**src/logic/bioh_pkg.sv**
```systemverilog
// ----------------------------------------------------------------------------
// Shared constants for the byte-wide handshake port.
// ----------------------------------------------------------------------------
package bioh_pkg;

   // Width of the parallel data register.
   localparam int BIOH_DATA_W = 8;

   // Depth of the capture FIFO in words.
   localparam int BIOH_FIFO_DEPTH = 4;

   // Value loaded into the data register by clear and by reset.
   localparam logic [BIOH_DATA_W-1:0] BIOH_REG_CLEAR = 8'h00;

   // Mode strap level that selects input mode.
   localparam logic BIOH_MODE_INPUT = 1'h0;

   // Request flip-flop value after clear and reset.
   localparam logic BIOH_REQ_CLEAR = 1'h0;

   // Number of flip-flop stages in each pin synchroniser.
   localparam int BIOH_SYNC_STAGES = 2;

endpackage

```
**src/logic/bioh_fifo.sv**
```systemverilog
`timescale 1ns/1ps
`default_nettype none

// ----------------------------------------------------------------------------
// Small synchronous FIFO with valid and ready on both sides.
// ----------------------------------------------------------------------------
module bioh_fifo #(
   parameter int WIDTH = 8,
   parameter int DEPTH = 4
) (
   input wire logic sys_clk,
   input wire logic rstn,
   input wire logic in_valid,
   output logic in_ready,
   input wire logic [WIDTH-1:0] in_data,
   output logic out_valid,
   input wire logic out_ready,
   output logic [WIDTH-1:0] out_data
);

   localparam int PTR_W = (DEPTH > 1) ? $clog2(DEPTH) : 1;
   localparam int CNT_W = $clog2(DEPTH + 1);
   localparam logic [CNT_W-1:0] CNT_FULL = CNT_W'(DEPTH);
   localparam logic [PTR_W-1:0] PTR_LAST = PTR_W'(DEPTH - 1);

   logic [WIDTH-1:0] mem_reg [DEPTH];
   logic [PTR_W-1:0] wr_ptr_reg;
   logic [PTR_W-1:0] wr_ptr_next;
   logic [PTR_W-1:0] rd_ptr_reg;
   logic [PTR_W-1:0] rd_ptr_next;
   logic [CNT_W-1:0] count_reg;
   logic [CNT_W-1:0] count_next;
   logic push;
   logic pop;

   // Full and empty come straight from the occupancy count.
   assign in_ready = (count_reg != CNT_FULL);
   assign out_valid = (count_reg != '0);
   assign out_data = mem_reg[rd_ptr_reg];
   assign push = in_valid && in_ready;
   assign pop = out_valid && out_ready;

   // Pointer and count update; pointers wrap at the last slot.
   always_comb begin
      wr_ptr_next = wr_ptr_reg;
      rd_ptr_next = rd_ptr_reg;
      count_next = count_reg;
      if (push) begin
         wr_ptr_next = (wr_ptr_reg == PTR_LAST) ? '0 : PTR_W'(wr_ptr_reg + 1'b1);
      end
      if (pop) begin
         rd_ptr_next = (rd_ptr_reg == PTR_LAST) ? '0 : PTR_W'(rd_ptr_reg + 1'b1);
      end
      if (push && !pop) begin
         count_next = CNT_W'(count_reg + 1'b1);
      end else if (pop && !push) begin
         count_next = CNT_W'(count_reg - 1'b1);
      end
   end

   // Control state registers.
   always_ff @(posedge sys_clk) begin
      if (!rstn) begin
         wr_ptr_reg <= '0;
         rd_ptr_reg <= '0;
         count_reg <= '0;
      end else begin
         wr_ptr_reg <= wr_ptr_next;
         rd_ptr_reg <= rd_ptr_next;
         count_reg <= count_next;
      end
   end

   // Storage is written only on an accepted push and needs no reset.
   always_ff @(posedge sys_clk) begin
      if (push) begin
         mem_reg[wr_ptr_reg] <= in_data;
      end
   end

endmodule

`default_nettype wire

```
**src/logic/bioh_port.sv**
```systemverilog
`timescale 1ns/1ps
`default_nettype none

// Functional notes
// - With the mode strap low the port works as an input port, taking peripheral bytes for the processor.
// - In input mode the register follows the data inputs while the strobe is high and holds from its fall.
// - In input mode the service request goes low at the strobe's falling edge to flag a ready byte.
// - In input mode the port is selected only with both selects high, and then drives the register out.
// - In input mode, when either select drops, the outputs float and the service request returns high.
// - With the mode strap high the port is an output port whose drivers stay enabled all the time.
// - In output mode the port is selected with the first select low and the second select high.
// - In output mode, while selected with the strobe high, bus data passes through and latches at the fall.
// - In output mode the register is always visible on the outputs, also after deselection.
// - In output mode the service request rises on deselection and falls at the next strobe falling edge.
// - In input mode any momentary selection drives the service request low and sets the request latch.
// - Clear low with the strobe low resets the register to zero; clear low resets the request flip-flop, giving the idle request level.

// ----------------------------------------------------------------------------
// Byte-wide latched port with service-request handshake.
// ----------------------------------------------------------------------------
module bioh_port
   import bioh_pkg::*;
(
   input wire logic sys_clk,
   input wire logic rstn,
   input wire logic mode_strap,
   input wire logic strobe_clock,
   input wire logic select_one,
   input wire logic select_two,
   input wire logic clear_n,
   input wire logic [BIOH_DATA_W-1:0] data_inputs,
   output logic [BIOH_DATA_W-1:0] data_outputs,
   output logic data_outputs_oe,
   output logic service_request,
   output logic capture_valid,
   input wire logic capture_ready,
   output logic [BIOH_DATA_W-1:0] capture_data,
   output logic capture_space
);

   // ------------------------------------------------------------------------
   // Pin synchronisers.
   // ------------------------------------------------------------------------

   localparam int PIN_W = BIOH_DATA_W + 5;

   logic [PIN_W-1:0] pins_raw;
   logic [PIN_W-1:0] meta_reg;
   logic [PIN_W-1:0] meta_next;
   logic [PIN_W-1:0] sync_reg;
   logic [PIN_W-1:0] sync_next;

   // Gather every asynchronous pin into one vector.
   assign pins_raw = {mode_strap, strobe_clock, select_one, select_two, clear_n, data_inputs};

   // Two stages; only the second stage is read by the logic.
   always_comb begin
      meta_next = pins_raw;
      sync_next = meta_reg;
   end

   // Synchroniser registers.
   always_ff @(posedge sys_clk) begin
      if (!rstn) begin
         meta_reg <= '0;
         sync_reg <= '0;
      end else begin
         meta_reg <= meta_next;
         sync_reg <= sync_next;
      end
   end

   logic mode_s;
   logic clk_s;
   logic sel1_s;
   logic sel2_s;
   logic clr_n_s;
   logic [BIOH_DATA_W-1:0] din_s;

   // Split the synchronised vector back into named levels.
   assign {mode_s, clk_s, sel1_s, sel2_s, clr_n_s, din_s} = sync_reg;

   // ------------------------------------------------------------------------
   // Selection decode and edge detection.
   // ------------------------------------------------------------------------

   // Select decode depends on the strapped mode.
   function automatic logic port_selected(input logic mode, input logic s1, input logic s2);
      if (mode == BIOH_MODE_INPUT) begin
         port_selected = s1 && s2;
      end else begin
         port_selected = !s1 && s2;
      end
   endfunction

   logic input_mode;
   logic selected;
   logic clk_d_reg;
   logic clk_d_next;
   logic sel_d_reg;
   logic sel_d_next;
   logic clk_fall;
   logic sel_rise;
   logic sel_fall;

   assign input_mode = (mode_s == BIOH_MODE_INPUT);
   assign selected = port_selected(mode_s, sel1_s, sel2_s);
   assign clk_fall = clk_d_reg && !clk_s;
   assign sel_rise = selected && !sel_d_reg;
   assign sel_fall = sel_d_reg && !selected;

   // Delayed copies for edge detection.
   always_comb begin
      clk_d_next = clk_s;
      sel_d_next = selected;
   end

   // Edge detector registers.
   always_ff @(posedge sys_clk) begin
      if (!rstn) begin
         clk_d_reg <= 1'h0;
         sel_d_reg <= 1'h0;
      end else begin
         clk_d_reg <= clk_d_next;
         sel_d_reg <= sel_d_next;
      end
   end

   // ------------------------------------------------------------------------
   // Data register and output drivers.
   // ------------------------------------------------------------------------

   logic [BIOH_DATA_W-1:0] latch_reg;
   logic [BIOH_DATA_W-1:0] latch_next;
   logic [BIOH_DATA_W-1:0] dout_reg;
   logic [BIOH_DATA_W-1:0] dout_next;
   logic oe_reg;
   logic oe_next;
   logic load;

   // The register is transparent while its strobe condition holds.
   assign load = input_mode ? clk_s : (clk_s && selected);

   // Register follows the data while loading and holds once the strobe falls.
   always_comb begin
      latch_next = latch_reg;
      if (!clr_n_s && !clk_s) begin
         latch_next = BIOH_REG_CLEAR;
      end else if (load) begin
         latch_next = din_s;
      end
      dout_next = latch_next;
      if (input_mode) begin
         oe_next = selected;
      end else begin
         oe_next = 1'h1;
      end
   end

   // Data register and driver registers.
   always_ff @(posedge sys_clk) begin
      if (!rstn) begin
         latch_reg <= BIOH_REG_CLEAR;
         dout_reg <= BIOH_REG_CLEAR;
         oe_reg <= 1'h0;
      end else begin
         latch_reg <= latch_next;
         dout_reg <= dout_next;
         oe_reg <= oe_next;
      end
   end

   assign data_outputs = dout_reg;
   assign data_outputs_oe = oe_reg;

   // ------------------------------------------------------------------------
   // Service request flip-flop.
   // ------------------------------------------------------------------------

   logic req_reg;
   logic req_next;
   logic req_set;
   logic req_clr;
   logic sr_reg;
   logic sr_next;

   // Input mode sets on strobe fall or any selection, clears on deselect.
   // Output mode sets on deselect and clears on the next strobe fall.
   // A set in the same cycle as a clear wins.
   always_comb begin
      if (input_mode) begin
         req_set = clk_fall || sel_rise;
         req_clr = sel_fall;
      end else begin
         req_set = sel_fall;
         req_clr = clk_fall;
      end
      req_next = req_reg;
      if (!clr_n_s) begin
         req_next = BIOH_REQ_CLEAR;
      end else if (req_set) begin
         req_next = 1'h1;
      end else if (req_clr) begin
         req_next = 1'h0;
      end
      sr_next = input_mode ? !req_next : req_next;
   end

   // Request flip-flop and its output register.
   always_ff @(posedge sys_clk) begin
      if (!rstn) begin
         req_reg <= BIOH_REQ_CLEAR;
         sr_reg <= 1'h1;
      end else begin
         req_reg <= req_next;
         sr_reg <= sr_next;
      end
   end

   assign service_request = sr_reg;

   // ------------------------------------------------------------------------
   // Capture FIFO of latched bytes.
   // ------------------------------------------------------------------------

   logic push_valid;

   // Each byte latched by a strobe fall is offered; a full FIFO drops it.
   assign push_valid = clk_fall && clr_n_s && (input_mode || sel_d_reg);

   bioh_fifo #(
      .WIDTH(BIOH_DATA_W),
      .DEPTH(BIOH_FIFO_DEPTH)
   ) u_fifo (
      .sys_clk(sys_clk),
      .rstn(rstn),
      .in_valid(push_valid),
      .in_ready(capture_space),
      .in_data(latch_reg),
      .out_valid(capture_valid),
      .out_ready(capture_ready),
      .out_data(capture_data)
   );

endmodule

`default_nettype wire

```
**config.mk**
```make
export PLATFORM = sky130hd
export DESIGN_NAME = bioh_port
export DESIGN_NICKNAME = d
export VERILOG_FILES = /design/src/logic/bioh_pkg.sv /design/src/logic/bioh_fifo.sv /design/src/logic/bioh_port.sv
export SDC_FILE = /design/constraint.sdc
export NUM_CORES = 1
export LEC_CHECK = 0
export ABC_AREA = 1
export ABC_CLOCK_PERIOD_IN_PS = 2840
export BUFFER_PORTS_ARGS = -buffer_cell sky130_fd_sc_hd__buf_2
export CAP_MARGIN = 30
export CORE_ASPECT_RATIO = 1.25
export CORE_MARGIN = 5
export CORE_UTILIZATION = 30
export CTS_CLUSTER_SIZE = 30
export DETAILED_ROUTE_END_ITERATION = 7
export GPL_TIMING_DRIVEN = 0
export SKIP_CTS_REPAIR_TIMING = 1
export SYNTH_ARGS = -nofsm -noshare
export SYNTH_HDL_FRONTEND = slang
export SYNTH_SLANG_ARGS = --single-unit
```
**constraint.sdc**
```tcl
create_clock -name sys_clk -period 2.84 [get_ports sys_clk]
set_clock_uncertainty 0.1 [all_clocks]
set_input_delay 0.142 -clock sys_clk [delete_from_list [all_inputs] [get_ports sys_clk]]
set_output_delay 0.142 -clock sys_clk [all_outputs]
set_load 0.005 [all_outputs]
```
**After elaboration in Yosys (flattened, before gate mapping)**

Memories as Yosys holds them, arrays and structs flattened. A register that Yosys moved wholly into a read port is not among the register bits.
Index checks and enable logic that the tools add are counted.

- Equal/unequal tests: 3
- Multiplexer cells: 17
- Reduce and logical (&&, ||, !) cells: 26
- Add/sub/neg operators: 4
- Bitwise gates (word level): 2

Operator list:

| cell | number |
|---|---|
| $logic_and 1x1->1 | 13 |
| $mux 1 | 11 |
| $logic_not 1->1 | 8 |
| $mux 2 | 4 |
| $mux 3 | 2 |
| $add 2x1->2 const B | 2 |
| $eq 2x2->1 const B | 2 |
| $add 3x1->3 const B | 1 |
| $ne 3x3->1 const B | 1 |
| $reduce_bool 3->1 | 1 |
| $sub 3x1->3 const B | 1 |
| $logic_or 1x1->1 | 2 |
| $not 1->1 | 2 |
| $reduce_bool 2->1 | 1 |
| $reduce_or 2->1 | 1 |

- Register bits after elaboration: 46
- Output and inout bits: 20
- Bits of input ports: 16
- Memories: 1
- Bits in writable memories: 32

Memories:

| memory | depth | bits a word | read ports | clocked after Yosys merged registers in | wr ports | line | RTL |
|---|---|---|---|---|---|---|---|
| u_fifo.mem_reg | 4 | 8 | 1 | 1 | 1 | bioh_fifo.sv:26 | `logic [WIDTH-1:0] mem_reg [DEPTH];` |

**Logic depth before layout (Yosys ltp)**

Gate-level depths: netlist of run 1.

- Word-level depth: 11
- Mapped depth: 12
- Gate-level depth less buffers: 12

**Cells and area by module**

From an unflattened synthesis of run 1, not the netlist that was laid out.

- Cells, all modules: 304
- Area total of the unflattened synthesis: 2949.1 sq um

By module, submodules not included:

| module | instances | cells an instance | area an instance (sq um) |
|---|---|---|---|
| bioh_fifo | 1 | 146 | 1690.4 |
| bioh_port | 1 | 158 | 1258.7 |

**Worst setup path before layout of run 1**

OpenSTA, ideal clock, no wires.

- Kind: reg-to-reg
- From: reg sync_reg[12]
- To: reg u_fifo.count_reg[2]
- Stages on the path, launching flop included: 13
- Arrival time: 1.744 ns
- Required time: 2.618 ns
- Period minus slack after synthesis: 1.966 ns
- Slack: 0.874 ns
- Library setup time: 0.122 ns
- Cell sequence: dfxtp_1 -> inv_1 -> o21ai_1 -> nor2_1 -> nand2_2 -> inv_1 -> ha_1 -> inv_1 -> fa_1 -> a21oi_1 -> o21ai_0 -> o21ai_0 -> a21oi_1

- Cells in the longest elaborated chain, start to end: 7
- Elaborated cells between the ends (all ways): 9
- Classes of those cells: 1 x mux; 1 x bitwise; 7 x reduce/logical

Ends and longest elaborated chain:

| item | line | RTL |
|---|---|---|
| from (decl) | bioh_port.sv:50 | `logic [PIN_W-1:0] sync_reg;` |
| from (signal assigned) | bioh_port.sv:69 | `sync_reg <= sync_next;` |
| $not 1->1 * | - |  |
| $logic_or 1x1->1 * | bioh_port.sv:229 | `assign push_valid = clk_fall && clr_n_s && (input_mode \|\| sel_d_reg);` |
| $logic_and 1x1->1 * | bioh_port.sv:229 |  |
| $logic_and 1x1->1 * | bioh_fifo.sv:40 | `assign push = in_valid && in_ready;` |
| via u_fifo.push | bioh_fifo.sv:33 | `logic push;` |
| $logic_not 1->1 | bioh_fifo.sv:56 | `end else if (pop && !push) begin` |
| $logic_and 1x1->1 | bioh_fifo.sv:56 |  |
| $reduce_bool 2->1 (no line) | - |  |
| to (signal assigned) | bioh_fifo.sv:70 | `count_reg <= count_next;` |
| to (decl) | bioh_fifo.sv:31 | `logic [CNT_W-1:0] count_reg;` |

Mark *: on every way through the listed nets, which the timed path passes. The rest lies on a longest branch.
A chain may end at the register's enable or synchronous reset.

**Worst setup path after layout of run 1**

Same ends and word-level chain as after synthesis.

==> results of run 1 <==
==> routing by layer <==
metal | share of wire, % | wire (um)
met1 | 46 | 2383
met2 | 47 | 2461
met3 | 4.8 | 251
met4 | 1.7 | 89
met5 | 0 | 0
==> stage by stage <==
step                      worst slack (ps)  utilization [%]
after floorplan                      874.0                -
after global placement               719.0            33.72
after detailed placement             685.1            33.72
after CTS                            670.9            36.76
after global routing                 416.7            38.13
final                                664.1            38.13
==> final cells by class <==
cell class / count / area, um2 / area share (%)
sequential: 80 / 1922 / 53.00
multi-input combinational: 152 / 742.0 / 20.46
timing repair buffer: 47 / 300.3 / 8.282
clock buffer: 10 / 229.0 / 6.315
inverter: 50 / 187.7 / 5.176
tap: 126 / 157.7 / 4.348
clock inverter: 6 / 60.06 / 1.656
buffer: 6 / 27.53 / 0.7591
==> cells by family (layout without fill, tap and decap cells) <==
family / count (synthesis) / count (layout) / share of synthesized area [%]
DFF: 80 / 80 / 66.75
and+or+nand+nor: 95 / 95 / 13.12
adders and majority gates: 7 / 7 / 3.303
buffers and inverters: 56 / 119 / 7.475
AOI/OAI and AO/OA: 50 / 50 / 9.344
==> final timing paths <==
| check | cells past startpoint | start | to | slack, ps |
|---|---|---|---|---|
| worst max register to register | 12 | sync_reg[12] | u_fifo.count_reg[2] | 660 |
| worst max-delay path | 12 | sync_reg[12] | u_fifo.count_reg[2] | 660 |
| worst min register to register | 2 | meta_reg[10] | sync_reg[10] | 310 |
| worst min-delay path | 3 | rstn | sel_d_reg | 40 |
==> worst min-delay path: stages <==
cell    delay [ps]
buf_2          160
inv_1           80
nor2_1          40
==> cell usage after synthesis <==
master	number	area, um2
a21oi_1	15	75.07
buf_2	4	20.02
clkbuf_1	2	7.510
dfxtp_1	48	960.9
edfxtp_1	32	960.9
fa_1	1	20.02
ha_1	6	75.07
inv_1	49	183.9
inv_2	1	3.750
nand2_1	58	217.7
nand2_2	3	18.77
nand3_1	4	20.02
nand3_2	1	10.01
nand4_1	1	6.260
nor2_1	28	105.1
o211a_1	1	10.01
o21ai_0	24	120.1
o21ai_1	1	5.000
o21ai_2	1	8.760
o22ai_1	8	50.05
==> power by group <==
group          switching (mW)  internal (mW)  total [mW]
clock                   0.416          0.675        1.09
sequential             0.0451           1.24        1.28
combinational           0.222          0.173       0.395
==> results.py, run 1 <==
metrics = {
    "grt": {
        "grt_max_degree": 14,
        "grtUsageMet3_pct": 3.081,
        "antenna_found_initial": 0,
        "grt_pass1_vias": 1883,
        "use_met2_pct": 15.65,
        "grt_overflow_total": 0,
        "grt_busiest_layer": "met2",
        "track_usage_pct": 9.530,
        "use_met1_pct": 11.31,
        "grt_first_pass_wirelength_um": 8749,
    },
    "setup_path": {
        "critPathMaxStageDelay_ps": 370,
        "worstPathRequired_ps": 2950,
        "crit_path_end_kind": "flop",
        "crit_path_start_kind": "flop",
        "path_buf_inv": 3,
        "cp_max_fo": 8,
        "cp.arrival_ps": 2290,
        "path_cells": "inv_1 > o21ai_1 > nor2_1 > nand2_2 > inv_1 > ha_1 > inv_1 > fa_1 > a21oi_1 > o21ai_0 > o21ai_0 > a21oi_1",
        "critPathKind": "flop to flop",
        "crit_top_cell": "inv_1",
        "cpMaxStageDelayCell": "dfxtp_1",
        "cp_top_family": "compound AO/OA/AOI/OAI gates",
    },
    "final_layout": {
        "largest_register_ffs": 32,
        "drive_gt1_share_pct": 16.24,
        "fin_nets": 369,
        "antenna_cells": 0,
        "num-fill-cells": 963,
        "final_cells": 477,
        "final_cell_area_um2": 3626,
        "layout_commonest_cell": "nand2_1",
        "final_cell_mix": "nand2_1 (58), inv_1 (49), dfxtp_1 (48), buf_2 (38), edfxtp_1 (32)",
        "syn2layout_area_growth_pct": 25.95,
    },
    "timing": {
        "setup_tns_ps": 0,
        "fin_crit_sh_pct": 76.62,
        "relSlewSlack_pct": 43.31,
        "slew_viol_final": 0,
        "finalHoldViolations": 0,
        "setup_violations": 0,
        "timing.fmax_ghz": 0.4596,
        "grt_setup_unrepaired": "no",
        "period_needed_ps": 2176,
        "holdWs_ps": 41.29,
        "tightestPinTransition_ps": 847.2,
    },
    "clocking": {
        "cts_tree": "yes",
        "clk_pin_slew_ps": 60,
        "cts-buffers-inserted": 9,
        "cts_sinks": 80,
        "insertion_delay_ps": 320,
        "htreeDepth": 3,
        "ctsLongestPathBuffers": 2,
        "root_buffer": "clkbuf_16",
    },
    "pwr": {
        "power_mw": 2.771,
        "vdd_drop_max_mv": 0.3222,
        "leakagePower_nw": 1.584,
        "p_per_area_nw_per_um2": 764.2,
    },
    "route": {
        "drt-total-wl_um": 5184,
        "num_vias": 1935,
        "drc": 0,
        "wire_per_inst_um": 10.87,
        "drt_iter0_drc": 80,
        "drt.antenna.violating_nets": 0,
        "via_per_inst": 4.057,
        "dr.pass1.iters": 4,
    },
    "die": {
        "dieArea_um2": 11670,
        "ioPinCount": 36,
        "die_w_um": 97.62,
        "start_util_pct": 30.28,
        "rows": 40,
        "dieHeight_um": 119.5,
        "coreArea_um2": 9509,
    },
    "worst_hold_path": {
        "min_path_type": "input pin to flop",
    },
    "logic_synthesis": {
        "synth.distinct_cells": 20,
        "syn_avg_cell_area_um2": 9.997,
        "synth.ff_latch_count": 80,
        "yosysSeqAreaShare_pct": 66.75,
        "yosys_warnings": 0,
        "syn_inst": 288,
        "syn_nets": 311,
        "syn-cell-area_um2": 2879,
    },
    "placement": {
        "hpwl_um": 3546,
        "place_inst": 448,
        "dpl-instance-area_um2": 3207,
        "globalplace.congestion": 0.7382,
        "io_buffer_count": 34,
    },
    "flow_run": {
        "cap_violations": 0,
    },
    "run_status": {
        "status": "finished clean",
    },
}
No activity file was read; power rests on OpenSTA's default activity.
==> run 2: changes to the inputs <==
- ABC_CLOCK_PERIOD_IN_PS: 2840 -> 1800
- clock period: 2.84 -> 1.8 ns (I/O delays scaled with it)
==> results.py, run 2 (synthesis gave the netlist of run 1 again) <==
metrics = {
    "run_status": {
        "status": "complete, but fails checks",
        "violations": "hold timing, setup timing",
    },
    "final_layout": {
        "syn2layout_area_growth_pct": 29.34,
        "largest_register_ffs": 32,
        "layout_commonest_cell": "nand2_1",
        "final_cell_mix": "nand2_1 (56), inv_1 (45), dfxtp_1 (44), buf_2 (37), edfxtp_1 (32)",
        "postLayoutCoreUtil_pct": 39.16,
        "drive_gt1_share_pct": 23.81,
        "antenna_cells": 0,
        "final_cell_area_um2": 3724,
        "fin_nets": 375,
    },
    "grt": {
        "grt_pass1_vias": 1808,
        "track_usage_pct": 9.165,
        "antenna_found_initial": 0,
        "grt_overflow_total": 0,
        "grt_max_degree": 15,
        "grt_first_pass_wirelength_um": 8342,
    },
    "route": {
        "drt_iter0_drc": 95,
        "dr.pass1.iters": 4,
        "wire_per_inst_um": 10.70,
        "drt.antenna.violating_nets": 0,
        "drc": 0,
        "via_per_inst": 4.101,
        "num_vias": 1981,
        "drt-total-wl_um": 5168,
    },
    "clocking": {
        "htreeDepth": 3,
        "root_buffer": "clkbuf_16",
        "cts-buffers-inserted": 9,
        "cts_sinks": 80,
        "insertion_delay_ps": 330,
        "clk_pin_slew_ps": 60,
        "cts_tree": "yes",
        "ctsLongestPathBuffers": 2,
    },
    "timing": {
        "period_needed_ps": 1914,
        "fin_crit_sh_pct": 106.3,
        "tightestPinTransition_ps": 491.6,
        "finalHoldViolations": 5,
        "setup_slack_ps": -114.1,
        "slew_viol_final": 0,
        "relSlewSlack_pct": 67.19,
        "setup_violations": 1,
        "grt_setup_unrepaired": "yes",
        "holdWs_ps": -22.38,
        "timing.fmax_ghz": 0.5224,
    },
    "setup_path": {
        "reg2reg_from": "sync_reg[12]",
        "path_cells": "inv_4 > o21ai_4 > nor2_2 > nand2_2 > inv_2 > ha_4 > inv_4 > fa_2 > a21oi_2 > o21ai_2 > o21ai_1 > a21oi_1",
        "crit_start": "sync_reg[12]",
        "crit_path_end_kind": "flop",
        "cp_max_fo": 7,
        "crit_top_cell": "inv_4",
        "cp.arrival_ps": 2040,
        "critPathMaxStageDelay_ps": 370,
        "critPathKind": "flop to flop",
        "worstPathRequired_ps": 1920,
        "crit_path_start_kind": "flop",
        "cpMaxStageDelayCell": "dfxtp_4",
    },
    "placement": {
        "io_buffer_count": 34,
        "globalplace.congestion": 0.7845,
        "hpwl_um": 3477,
        "dpl-instance-area_um2": 3211,
        "dp_slack_ps": -182.2,
    },
    "worst_hold_path": {
        "holdCritStartpoint": "rstn",
        "min_path_type": "input pin to flop",
    },
    "die": {
        "rows": 40,
        "dieArea_um2": 11670,
        "coreArea_um2": 9509,
        "die_w_um": 97.62,
        "ioPinCount": 36,
        "start_util_pct": 30.28,
        "dieHeight_um": 119.5,
    },
    "pwr": {
        "vdd_drop_max_mv": 0.4876,
        "leakagePower_nw": 1.606,
        "p_per_area_nw_per_um2": 1161,
    },
    "flow_run": {
        "cap_violations": 0,
    },
}
## run 2: cell type report
type	instances	area [um2]
Tap cell	126	157.7
Clock inverter	7	46.29
Timing Repair Buffer	53	345.3
Clock buffer	9	225.2
Sequential cell	80	1929
Multi-Input combinational cell	152	797.0
Fill cell	938	5786
Inverter	50	192.7
Buffer	6	30.03
## run 2: metal layers
metal  up-vias  wire length, um  track usage, %
met1       877             2153           10.21
li1       1049                -               -
met2        40             2603           15.22
met3        15              280           3.488
met5         -                0               0
met4         0              131           4.675
## run 2: path summary, 6_finish.rpt
check                        endpoint  slack [ps]  cells after the start
hold reg to reg           sync_reg[2]         310                      2
setup reg to reg  u_fifo.count_reg[2]        -110                     12
hold / removal              sel_d_reg         -20                      3
setup / recovery  u_fifo.count_reg[2]        -110                     12
## run 2: worst max-delay path, delay by kind of cell (launching register included)
kind	cells	cell delay, ps
fa+ha+maj	2	520
buf+inv	3	200
simple gates	2	170
compound gates	5	440
flops	1	370
## run 2: report_power, final
group,switching [mW],internal (mW)
Sequential,0.0732,1.96
Clock,0.682,0.928
Combinational,0.374,0.307
## run 2: stage by stage
stage	instances	TNS, ps	power (mW)
2_1_floorplan	288	-32.09	2.426
3_3_place_gp	448	-1461	2.668
3_5_place_dp	448	-2334	2.690
4_1_cts	464	-2803	4.319
5_1_grt	483	-312.7	4.556
6_report	483	-114.1	4.322
